[src/rtl/tgx_defs.vh]
// Constants for the timer gate and external interrupt input block.
`ifndef TGX_DEFS_VH
`define TGX_DEFS_VH

// Register bus widths and counter width.
`define TGX_ADDR_W       4
`define TGX_DATA_W       8
`define TGX_CNT_W        16

// Register offsets.
`define TGX_OFF_CTRL     4'h0
`define TGX_OFF_MODE     4'h1
`define TGX_OFF_STATUS   4'h2
`define TGX_OFF_MASK     4'h3
`define TGX_OFF_CNT_A_LO 4'h4
`define TGX_OFF_CNT_A_HI 4'h5
`define TGX_OFF_CNT_B_LO 4'h6
`define TGX_OFF_CNT_B_HI 4'h7
`define TGX_OFF_PINS     4'h8

// Control register fields.
`define TGX_CTRL_TRIG_A  0
`define TGX_CTRL_TRIG_B  1
`define TGX_CTRL_RUN_A   2
`define TGX_CTRL_RUN_B   3

// Mode register fields.
`define TGX_MODE_GATE_A  0
`define TGX_MODE_GATE_B  1
`define TGX_MODE_CNT_A   2
`define TGX_MODE_CNT_B   3

// Status and mask register fields.
`define TGX_ST_PEND_A    0
`define TGX_ST_PEND_B    1
`define TGX_ST_OVF_A     2
`define TGX_ST_OVF_B     3

// Reset values.
`define TGX_RST_BYTE     8'h00
`define TGX_RST_CNT      16'h0000
`define TGX_RST_PIN      1'b1
`define TGX_RST_DIV      8'h00

`endif

[src/rtl/tgx_timer_gate.v]
// Two timer/counters with pin gating, count pins and external interrupts.
`timescale 1ns/10ps
`include "tgx_defs.vh"

module tgx_timer_gate #(
    parameter TICK_DIV = 12
) (
    // Clock and reset.
    input  wire                  clock,
    input  wire                  nrst,
    // External pins.
    input  wire                  ext_irq_a_pin,
    input  wire                  ext_irq_b_pin,
    input  wire                  count_in_a_pin,
    input  wire                  count_in_b_pin,
    // Register port.
    input  wire [`TGX_ADDR_W-1:0] addr,
    input  wire [`TGX_DATA_W-1:0] wr_data,
    input  wire                  wr_en,
    input  wire                  rd_en,
    output reg  [`TGX_DATA_W-1:0] rd_data,
    // Interrupt.
    output reg                   irq
);

    // ************************************************************
    // Helpers
    // ************************************************************

    // Address match used by every strobe decode.
    function hit;
        input [`TGX_ADDR_W-1:0] a;
        input [`TGX_ADDR_W-1:0] off;
        begin
            hit = (a == off);
        end
    endfunction

    // ************************************************************
    // Declarations
    // ************************************************************

    // Register state.
    reg  [`TGX_DATA_W-1:0] ctrl_r;
    reg  [`TGX_DATA_W-1:0] mode_r;
    reg  [`TGX_DATA_W-1:0] status_r;
    reg  [`TGX_DATA_W-1:0] status_nxt;
    reg  [`TGX_DATA_W-1:0] mask_r;
    reg  [`TGX_DATA_W-1:0] rd_nxt;
    reg  [7:0]             div_r;
    reg                    tick_r;

    // Synchronised pin levels and fall pulses.
    wire                   irq_a_lvl;
    wire                   irq_a_fall;
    wire                   irq_b_lvl;
    wire                   irq_b_fall;
    wire                   cnt_a_lvl;
    wire                   cnt_a_fall;
    wire                   cnt_b_lvl;
    wire                   cnt_b_fall;

    // Channel results.
    wire [`TGX_CNT_W-1:0]  count_a;
    wire [`TGX_CNT_W-1:0]  count_b;
    wire                   ovf_a;
    wire                   ovf_b;

    // Decoded fields and events.
    wire                   trigger_type_a;
    wire                   trigger_type_b;
    wire                   gate_select_a;
    wire                   gate_select_b;
    wire                   irq_pending_a_set;
    wire                   irq_pending_b_set;
    reg  [`TGX_DATA_W-1:0] events;
    wire [7:0]             div_last;

    // Decoded strobes and next interrupt.
    wire                   wr_ctrl;
    wire                   wr_mode;
    wire                   wr_mask;
    wire                   wr_cnt_a_lo;
    wire                   wr_cnt_a_hi;
    wire                   wr_cnt_b_lo;
    wire                   wr_cnt_b_hi;
    wire                   rd_status;
    wire                   irq_nxt;

    assign trigger_type_a = ctrl_r[`TGX_CTRL_TRIG_A];
    assign trigger_type_b = ctrl_r[`TGX_CTRL_TRIG_B];
    assign gate_select_a  = mode_r[`TGX_MODE_GATE_A];
    assign gate_select_b  = mode_r[`TGX_MODE_GATE_B];
    assign div_last       = TICK_DIV[7:0] - 8'h01;

    // ************************************************************
    // Register strobes
    // ************************************************************

    // Each write is decoded once here, so a register write and the count
    // load that it causes can never disagree about the address.
    assign wr_ctrl     = wr_en & hit(addr, `TGX_OFF_CTRL);
    assign wr_mode     = wr_en & hit(addr, `TGX_OFF_MODE);
    assign wr_mask     = wr_en & hit(addr, `TGX_OFF_MASK);
    assign wr_cnt_a_lo = wr_en & hit(addr, `TGX_OFF_CNT_A_LO);
    assign wr_cnt_a_hi = wr_en & hit(addr, `TGX_OFF_CNT_A_HI);
    assign wr_cnt_b_lo = wr_en & hit(addr, `TGX_OFF_CNT_B_LO);
    assign wr_cnt_b_hi = wr_en & hit(addr, `TGX_OFF_CNT_B_HI);
    assign rd_status   = rd_en & hit(addr, `TGX_OFF_STATUS);

    // ************************************************************
    // Pin synchronisers
    // ************************************************************

    tgx_edge_sync u_sync_irq_a (
        .clock (clock),
        .nrst  (nrst),
        .pin   (ext_irq_a_pin),
        .level (irq_a_lvl),
        .fall  (irq_a_fall)
    );

    tgx_edge_sync u_sync_irq_b (
        .clock (clock),
        .nrst  (nrst),
        .pin   (ext_irq_b_pin),
        .level (irq_b_lvl),
        .fall  (irq_b_fall)
    );

    tgx_edge_sync u_sync_cnt_a (
        .clock (clock),
        .nrst  (nrst),
        .pin   (count_in_a_pin),
        .level (cnt_a_lvl),
        .fall  (cnt_a_fall)
    );

    tgx_edge_sync u_sync_cnt_b (
        .clock (clock),
        .nrst  (nrst),
        .pin   (count_in_b_pin),
        .level (cnt_b_lvl),
        .fall  (cnt_b_fall)
    );

    // ************************************************************
    // Timer prescaler
    // ************************************************************

    // In timer mode both channels share one tick, so a free run of the
    // prescaler keeps them in step with each other.
    // TICK_DIV must lie between 1 and 255; the divider is only eight bits
    // wide and a larger value would wrap silently.
    always @(posedge clock or negedge nrst) begin
        if (!nrst) begin
            div_r  <= `TGX_RST_DIV;
            tick_r <= 1'b0;
        end else begin
            if (div_r >= div_last) begin
                div_r  <= `TGX_RST_DIV;
                tick_r <= 1'b1;
            end else begin
                div_r  <= div_r + 8'h01;
                tick_r <= 1'b0;
            end
        end
    end

    // ************************************************************
    // Timer channels
    // ************************************************************

    // The gate follows the synchronised pin, two clocks late; a pin pulse
    // shorter than a clock may be missed, which buys freedom from metastability.
    // pin A gates timer A
    // count pin A falls step timer A
    tgx_timer_chan u_timer_a (
        .clock      (clock),
        .nrst       (nrst),
        .run_bit    (ctrl_r[`TGX_CTRL_RUN_A]),
        .gate_sel   (gate_select_a),
        .gate_lvl   (irq_a_lvl),
        .cnt_mode   (mode_r[`TGX_MODE_CNT_A]),
        .tick       (tick_r),
        .count_fall (cnt_a_fall),
        .load_lo    (wr_cnt_a_lo),
        .load_hi    (wr_cnt_a_hi),
        .wr_byte    (wr_data),
        .count      (count_a),
        .ovf        (ovf_a)
    );

    // count pin B falls step timer B
    tgx_timer_chan u_timer_b (
        .clock      (clock),
        .nrst       (nrst),
        .run_bit    (ctrl_r[`TGX_CTRL_RUN_B]),
        .gate_sel   (gate_select_b),
        .gate_lvl   (irq_b_lvl),
        .cnt_mode   (mode_r[`TGX_MODE_CNT_B]),
        .tick       (tick_r),
        .count_fall (cnt_b_fall),
        .load_lo    (wr_cnt_b_lo),
        .load_hi    (wr_cnt_b_hi),
        .wr_byte    (wr_data),
        .count      (count_b),
        .ovf        (ovf_b)
    );

    // ************************************************************
    // External interrupt detection
    // ************************************************************

    assign irq_pending_a_set = trigger_type_a ? irq_a_fall : ~irq_a_lvl;

    assign irq_pending_b_set = trigger_type_b ? irq_b_fall : ~irq_b_lvl;

    // Event bits land at the status field positions; the rest stay low.
    always @* begin
        events                 = `TGX_RST_BYTE;
        events[`TGX_ST_PEND_A] = irq_pending_a_set;
        events[`TGX_ST_PEND_B] = irq_pending_b_set;
        events[`TGX_ST_OVF_A]  = ovf_a;
        events[`TGX_ST_OVF_B]  = ovf_b;
    end

    // A read clears the status, but an event of the same cycle is kept.
    // In level mode the pending flag therefore stays set while the pin is
    // held low, even across reads.
    always @* begin
        status_nxt = status_r;
        if (rd_status) begin
            status_nxt = `TGX_RST_BYTE;
        end
        status_nxt = status_nxt | events;
    end

    // The interrupt follows the next status rather than the stored one, so
    // it rises on the edge that sets a flag and falls on the edge at which
    // a read clears the last unmasked one.
    assign irq_nxt = |(status_nxt & mask_r);

    // ************************************************************
    // Register writes
    // ************************************************************

    always @(posedge clock or negedge nrst) begin
        if (!nrst) begin
            ctrl_r   <= `TGX_RST_BYTE;
            mode_r   <= `TGX_RST_BYTE;
            mask_r   <= `TGX_RST_BYTE;
            status_r <= `TGX_RST_BYTE;
        end else begin
            status_r <= status_nxt;
            if (wr_ctrl) begin
                ctrl_r <= {4'h0, wr_data[3:0]};
            end
            if (wr_mode) begin
                mode_r <= {4'h0, wr_data[3:0]};
            end
            if (wr_mask) begin
                mask_r <= {4'h0, wr_data[3:0]};
            end
        end
    end

    // ************************************************************
    // Register reads
    // ************************************************************

    // Unmapped offsets read as zero; the status read returns the value
    // before the clear so that no event is lost to software.
    // Counts are read a byte at a time with no snapshot; a running channel
    // can carry between the low and high reads, so software should stop it
    // or read twice.
    always @* begin
        rd_nxt = `TGX_RST_BYTE;
        case (addr)
            `TGX_OFF_CTRL: begin
                rd_nxt = ctrl_r;
            end
            `TGX_OFF_MODE: begin
                rd_nxt = mode_r;
            end
            `TGX_OFF_STATUS: begin
                rd_nxt = status_r;
            end
            `TGX_OFF_MASK: begin
                rd_nxt = mask_r;
            end
            `TGX_OFF_CNT_A_LO: begin
                rd_nxt = count_a[7:0];
            end
            `TGX_OFF_CNT_A_HI: begin
                rd_nxt = count_a[15:8];
            end
            `TGX_OFF_CNT_B_LO: begin
                rd_nxt = count_b[7:0];
            end
            `TGX_OFF_CNT_B_HI: begin
                rd_nxt = count_b[15:8];
            end
            `TGX_OFF_PINS: begin
                // Synchronised levels, two clocks behind the pads.
                rd_nxt = {4'h0, cnt_b_lvl, cnt_a_lvl, irq_b_lvl, irq_a_lvl};
            end
            default: begin
                rd_nxt = `TGX_RST_BYTE;
            end
        endcase
    end

    // ************************************************************
    // Outputs
    // ************************************************************

    // Read data holds for one cycle only and is zero otherwise.
    // Zero between reads lets several slaves share one return path by an OR.
    always @(posedge clock or negedge nrst) begin
        if (!nrst) begin
            rd_data <= `TGX_RST_BYTE;
            irq     <= 1'b0;
        end else begin
            rd_data <= rd_en ? rd_nxt : `TGX_RST_BYTE;
            irq     <= irq_nxt;
        end
    end

endmodule // tgx_timer_gate

[src/rtl/tgx_edge_sync.v]
// Two-stage pin synchroniser with a falling edge detector.
`timescale 1ns/10ps
`include "tgx_defs.vh"

module tgx_edge_sync (
    // Clock and reset.
    input  wire clock,
    input  wire nrst,
    // Asynchronous pin.
    input  wire pin,
    // Synchronised level and one-cycle falling edge pulse.
    output reg  level,
    output reg  fall
);

    reg meta_r;
    reg prev_r;

    always @(posedge clock or negedge nrst) begin
        if (!nrst) begin
            meta_r <= `TGX_RST_PIN;
            level  <= `TGX_RST_PIN;
            prev_r <= `TGX_RST_PIN;
            fall   <= 1'b0;
        end else begin
            meta_r <= pin;
            level  <= meta_r;
            prev_r <= level;
            fall   <= prev_r & ~level;
        end
    end

endmodule // tgx_edge_sync

[src/rtl/tgx_timer_chan.v]
// One 16-bit timer/counter channel with gate and count-pin stepping.
`timescale 1ns/10ps
`include "tgx_defs.vh"

module tgx_timer_chan (
    // Clock and reset.
    input  wire                  clock,
    input  wire                  nrst,
    // Run control.
    input  wire                  run_bit,
    input  wire                  gate_sel,
    input  wire                  gate_lvl,
    input  wire                  cnt_mode,
    // Step sources.
    input  wire                  tick,
    input  wire                  count_fall,
    // Software load.
    input  wire                  load_lo,
    input  wire                  load_hi,
    input  wire [7:0]            wr_byte,
    // Results.
    output reg  [`TGX_CNT_W-1:0] count,
    output reg                   ovf
);

    wire enable;
    wire step;

    // Gated run control.
    assign enable = run_bit & (~gate_sel | gate_lvl);
    assign step   = enable & (cnt_mode ? count_fall : tick);

    // A software load wins over a step in the same cycle, so that a loaded
    // value is never skipped by one.
    always @(posedge clock or negedge nrst) begin
        if (!nrst) begin
            count <= `TGX_RST_CNT;
            ovf   <= 1'b0;
        end else begin
            ovf <= 1'b0;
            if (load_lo) begin
                count[7:0] <= wr_byte;
            end else if (load_hi) begin
                count[15:8] <= wr_byte;
            end else if (step) begin
                count <= count + 16'h0001;
                ovf   <= &count;
            end
        end
    end

endmodule // tgx_timer_chan

[config.mk]
export PLATFORM = sky130hd
export DESIGN_NAME = tgx_timer_gate
export DESIGN_NICKNAME = d
export VERILOG_FILES = /design/src/rtl/tgx_timer_gate.v /design/src/rtl/tgx_edge_sync.v /design/src/rtl/tgx_timer_chan.v
export VERILOG_INCLUDE_DIRS = /design/src /design/src/rtl
export SDC_FILE = /design/constraint.sdc
export NUM_CORES = 1
export LEC_CHECK = 0
export ABC_AREA = 1
export BUFFER_PORTS_ARGS = -buffer_cell sky130_fd_sc_hd__buf_4
export CAP_MARGIN = 20
export CORE_ASPECT_RATIO = 0.9
export CORE_MARGIN = 2
export CORE_UTILIZATION = 55
export CTS_CLUSTER_SIZE = 20
export DETAILED_ROUTE_END_ITERATION = 6
export PLACE_DENSITY = 0.7
export SLEW_MARGIN = 10
export SYNTH_ARGS = -nofsm -noshare
export SYNTH_HDL_FRONTEND = slang
export SYNTH_HIERARCHICAL = 1
export SYNTH_SLANG_ARGS = --single-unit
[constraint.sdc]
create_clock -name clock -period 1.7 [get_ports clock]
set_input_delay 0.425 -clock clock [delete_from_list [all_inputs] [get_ports clock]]
set_output_delay 0.425 -clock clock [all_outputs]
set_load 0.005 [all_outputs]
==> flow_summary.ini, run 1 <==
[cells_and_area]
layout-drive-gt1-share_pct = 15.8
nFillCells = 752
syn2layout_area_growth_pct = 15.2
antenna_cells = 0
final_area_um2 = 5300
nNetsFinal = 714

[power]
p_per_area_nw_per_um2 = 1140
finalPower_mw = 6.02
ir_drop_v = 0.000819
leakage_nw = 2.73

[global_routing]
gr-usage-met2_pct = 40.8
use_met3_pct = 5.42
grt_pass1_vias = 3942
gr-total-overflow = 0
top_usage_layer = met1
grt_start_max_net_pins = 49
grt_pass1_wl_um = 19600
antenna_found_initial = 0
grt_use_total_pct = 27.9
use_met1_pct = 41.5

[cts]
h-tree-depth = 3
path_clk_slew_ns = 0.09
cts_sinks = 84
cts_made_buffers = 9
clock_path_buffers = 2
cts_tree = built
clock_latency_ns = 0.37
cts_root_buffer = clkbuf_8

[critical_path]
crit_arrival_ns = 1.84
crit_fanout = 7
crit_type = reg -> reg
worst_ep_required_time_ns = 1.95
worstRegToRegCells = 7
setup.worst_path.end_class = flip-flop
start_kind = flip-flop

[yosys]
syn_area_um2 = 4600
synthDistinctLibCells = 32
synth-main-ff-cell = dfrtp_1
synthTopCellsByArea = dfrtp_1, nand2_1, nand3_1
synth_edf_count = 0
ys_seq_elements = 84
async_reset_ff_share_pct = 100
yosysSeqAreaShare_pct = 46.0
ys.warnings.count = 6
synth_top_cell_by_area = dfrtp_1
synthCells = 633
synth.avg_cell_area_um2 = 7.27
synth_top_area_share_pct = 39.1

[placed_design]
dp_hpwl_um = 8590
gp_congestion = 0.960
post-place-ws_ns = -0.0195
placed_cell_area_um2 = 5100
portBuffers = 28

[hold_path]
worstHoldPathType = in -> reg
whs_path_depth = 1

[routing]
first_pass_iters = 5
drtAntennaViolNets = 0
vias_per_cell = 5.35
drtIter0Drc = 285
wl_um = 11600
wl_per_cell_um = 14.6
vias = 4251
drc = 0

[die]
die_w_um = 100
core_area_um2 = 8110
row_count = 31
die_y_um = 90.8
num_io_pins = 29
start_util_pct = 56.8
die-area_um2 = 9120

[sta]
tns_ns = 0
period_share_pct = 93.2
whs_ns = 0.158
drv_slew = 0
fin_worst_skew_ns = 0.0128
report.final.hold_viol_count = 0
fmax_mhz = 631
fin_ws_ns = 0.116
period_minus_slack_ns = 1.58
finalSetupViolCount = 0
rsz0062_at_grt = no

[run_status]
status = completed

[job]
max_cap_violations = 0
-- Yosys cell counts (all sizes together), types with 2 or more instances --
| cell type | count |
|---|---|
| or2 | 2 |
| nand3b | 2 |
| o211ai | 3 |
| nor3 | 5 |
| a21oi | 10 |
| nand2 | 209 |
| o21a | 3 |
| nor4 | 2 |
| dfstp | 12 |
| clkbuf | 2 |
| nand3 | 93 |
| xor2 | 8 |
| a21boi | 2 |
| nand4 | 6 |
| dfrtp | 72 |
| ha | 3 |
| o21ai | 23 |
| nor2 | 96 |
| inv | 62 |
| xnor2 | 4 |
| buf | 10 |
| clkinv | 2 |
-- power breakdown --
part | total [mW] | switching, mW | internal, mW
clock network | 1.38 | 0.790 | 0.594
logic | 1.51 | 0.862 | 0.646
registers | 3.13 | 0.662 | 2.47
total | 6.02 | 2.31 | 3.71
-- worst max-delay path: stages, from the launching register on --
cell and delay [ns]:
dfstp_2 0.55, inv_1 0.04, a21boi_0 0.27, nand3_1 0.20, nand2_1 0.14, inv_1 0.12
nand2_1 0.08, nand3_1 0.06
-- registers in the layout (all words and copies together), names as in the netlist, 4 cells and up --
| name | cells |
|---|---|
| u_timer_a/count | 16 |
| u_timer_b/count | 16 |
| div_r | 8 |
| rd_data | 8 |
| ctrl_r | 4 |
| mask_r | 4 |
| mode_r | 4 |
| status_r | 4 |
-- what timing repair did --
| item | 4_1_cts | 5_1_grt |
|---|---|---|
| resized for setup | 0 | 3 |
| hold endpoints to repair | 15 | 0 |
| endpoints found under the setup margin | 0 | 7 |
| hold buffers | 1 | 0 |
| buffers inserted | 0 | 0 |
-- area by class of cell --
| type | count | area [um2] | share of cell area, % |
|---|---|---|---|
| clock buffers | 10 | 138 | 2.60 |
| well taps | 99 | 124 | 2.34 |
| inverters | 64 | 240 | 4.53 |
| multi-input cells | 476 | 2200 | 41.4 |
| clock inverters | 6 | 51.3 | 0.967 |
| repair buffers | 56 | 435 | 8.21 |
| flip-flops and latches | 84 | 2120 | 39.9 |
-- routing by layer --
layer	vias to the layer above	share of wire (%)
li1	2123	-
met1	1986	48
met2	124	45
met3	18	5.7
met4	0	1.9
met5	-	0
-- cells in the final DEF (no fill, tap or decap), drive strengths merged --
master       synthesis  layout
dlygate4sd3          0       1
a21boi               2       2
nand3b               2       2
dfstp               12      12
dfrtp               72      72
inv                 62      66
a21oi               10      10
xor2                 8       8
clkinvlp             0       1
clkinv               2       3
nor3                 5       5
o21a                 3       3
nor2                96      96
nor4                 2       2
nand4                6       6
o21ai               23      23
conb                 1       4
or2                  2       2
clkbuf               2      10
ha                   3       3
o211ai               3       3
buf                 10      55
nand3               93      93
nand2              209     209
nor3b                1       1
xnor2                4       4
-- logic make-up after synthesis --
kind of cell    after synthesis  share of synthesized area [%]
xor+xnor                     12                           2.28
compound gates               41                           4.89
simple gates                416                           39.1
buf+inv                      76                           6.85
fa+ha+maj                     3                          0.815
other cells                   1                         0.0814
flops                        84                           46.0
-- metrics by stage --
step,std cells,util [%]
floorplan,636,-
global placement,778,62.9
detailed placement,778,62.9
CTS,795,65.3
global route,795,65.4
finish,795,65.4
-- worst paths after layout --
| kind | from | to | slack (ns) |
|---|---|---|---|
| setup / recovery | u_sync_irq_a/level | u_timer_a/count[6] | 0.12 |
| hold / removal | count_in_a_pin | u_sync_cnt_a/meta_r | 0.16 |
| setup reg to reg | u_sync_irq_a/level | u_timer_a/count[6] | 0.12 |
| hold reg to reg | u_sync_irq_a/meta_r | u_sync_irq_a/level | 0.35 |
| max in group asynchronous | nrst | u_sync_cnt_b/prev_r | 0.65 |
| min in group asynchronous | nrst | u_sync_irq_a/fall | 0.48 |
Power figures use the tool's default switching activity.
==> run 2: changes to the inputs <==
--- a/config.mk
+++ b/config.mk
@@ -14,6 +14,7 @@
 export CORE_UTILIZATION = 55
 export CTS_CLUSTER_SIZE = 20
 export DETAILED_ROUTE_END_ITERATION = 6
+export GPL_TIMING_DRIVEN = 1
 export PLACE_DENSITY = 0.7
 export SLEW_MARGIN = 10
 export SYNTH_ARGS = -nofsm -noshare
==> constraint.sdc (replaced) <==
create_clock -name clock -period 1.6 [get_ports clock]
set_input_delay 0.4 -clock clock [delete_from_list [all_inputs] [get_ports clock]]
set_output_delay 0.4 -clock clock [all_outputs]
set_load 0.005 [all_outputs]
==> run 2 against run 1 <==
  * Critical path depth is 1 higher
  * Via count up 1.9%
  * Global-route usage fell by 0.70 points
  * Count of clock-buffer cells in the layout down 1
  * Sequential cell count stayed put
  * Design area rose by 2.6%
  * Utilization rose by 1.7 points
  * Clock skew increased by 0.0011 ns
  * Sequential power rose by 5%
  * Clock power up 12%
  * Critical path type unchanged
  * Largest power group unchanged
  * Highest routed layer unchanged
==> flow_summary.ini, run 2 (same netlist as run 1, synthesis figures left out) <==
[cells_and_area]
layout-drive-gt1-share_pct = 18.1
final_cell_mix = nand2_1, nand3_1, nor2_1
antenna_cells = 0
syn2layout_area_growth_pct = 18.1
reg.largest.list = u_timer_a/count x16, u_timer_b/count x16
mostFrequentLayoutCell = nand2_1
nNetsFinal = 724

[die]
num_io_pins = 29
start_util_pct = 56.8
die_y_um = 90.8
row_count = 31
die-area_um2 = 9120
die_w_um = 100
core_area_um2 = 8110

[sta]
report.final.hold_viol_count = 0
fmax_mhz = 669
fin_worst_skew_ns = 0.0139
period_minus_slack_ns = 1.50
whs_ns = 0.0549
period_share_pct = 93.5
finalSetupViolCount = 0
drv_slew = 0

[routing]
vias_per_cell = 5.38
wl_per_cell_um = 14.3
drtAntennaViolNets = 0
drtIter0Drc = 313
drc = 0
vias = 4330
wl_um = 11600
first_pass_iters = 5

[critical_path]
worst_ep_required_time_ns = 1.86
setup.worst_path.end_class = flip-flop
path_cells = ha_1 > nand3_2 > inv_1 > nand2_2 > o21ai_0 > nand3_1 > nand2_1 > nand2_1
crit_path_frequent_cell = nand2_1
cp.buffers_inverters = 1
start_kind = flip-flop
crit_fanout = 5
crit_arrival_ns = 1.76
cp_slowest_stage_delay_ns = 0.43
crit_slowest_cell = dfrtp_1
crit_type = reg -> reg
cp_top_family = simple AND/OR/NAND/NOR gates

[global_routing]
grt_pass1_wl_um = 19600
gr-usage-met2_pct = 41.1
grt_use_total_pct = 27.2
top_usage_layer = met2
antenna_found_initial = 0
use_met1_pct = 40.1
gr-total-overflow = 0
grt_pass1_vias = 4078
use_met3_pct = 4.88
grt_start_max_net_pins = 85

[placed_design]
gp_congestion = 0.910
dp_hpwl_um = 8410
portBuffers = 28

[cts]
h-tree-depth = 3
cts_sinks = 84
cts_made_buffers = 9
path_clk_slew_ns = 0.09
cts_tree = built
cts_root_buffer = clkbuf_8
clock_latency_ns = 0.36
clock_path_buffers = 2
cts_hold_buf = 0

[power]
finalPower_mw = 6.55
leakage_nw = 2.80
p_per_area_nw_per_um2 = 1200
ir_drop_v = 0.000962

[run_status]
status = completed

[hold_path]
worstHoldPathType = in -> async

[job]
max_cap_violations = 0
## run 2: changes by cell type in the layout (fill, tap and decap cells not counted), moves of 2 or more
cell      change
inv_6         -2
nand3_2       +2
nor2_2        +2
buf_12        +2
clkinv_2      +2
nor2_1        -3
nand3_1       -2
buf_4         +9
## run 2: power breakdown
part	total, mW	switching [mW]	internal [mW]
clock	1.55	0.820	0.733
sequential	3.29	0.664	2.62
combinational	1.71	0.966	0.746
total	6.55	2.45	4.10
## run 2: path summary, 6_finish.rpt
kind / startpoint / to / slack, ns / cells after the start
worst max-delay path: u_timer_a/count[0] / u_timer_a/count[10] / 0.10 / 8
worst min-delay path: nrst / irq / 0.05 / 2
worst max register to register: u_timer_a/count[0] / u_timer_a/count[10] / 0.10 / 8
worst min register to register: u_sync_irq_a/meta_r / u_sync_irq_a/level / 0.36 / 0
max in group asynchronous: nrst / u_sync_cnt_b/prev_r / 1.18 / 2
min in group clock: ext_irq_b_pin / u_sync_irq_b/meta_r / 0.13 / 1
## run 2: through the flow
step / TNS (ns) / worst slack (ns) / instance area, um2 / cells / utilization [%]
floorplan: 0 / 0.00719 / 4620 / 636 / -
global placement: -2.19 / -0.122 / 5190 / 787 / 64.0
detailed placement: -2.76 / -0.125 / 5190 / 787 / 64.0
CTS: 0 / 0.0560 / 5390 / 803 / 66.5
global route: -0.00344 / -0.00344 / 5440 / 805 / 67.1
finish: 0 / 0.105 / 5440 / 805 / 67.1
## run 2: per-layer routing
layer	wire length, um	vias up
li1	-	2144
met1	5250	2009
met2	5310	166
met3	869	11
met4	122	0
met5	0	-
## run 2: layout make-up
class,instances,area (um2)
Clock inverter,7,75.1
Clock buffer,9,124
Inverter,64,240
Multi-Input combinational cell,476,2230
Timing Repair Buffer,66,533
Tap cell,99,124
Sequential cell,84,2120
Fill cell,700,2670
## run 2: what timing repair did
item / 4_1_cts / 5_1_grt
resized for setup: 1 / 10
buffers inserted: 0 / 2
pin swaps: 0 / 1
setup endpoints to repair: 1 / 32
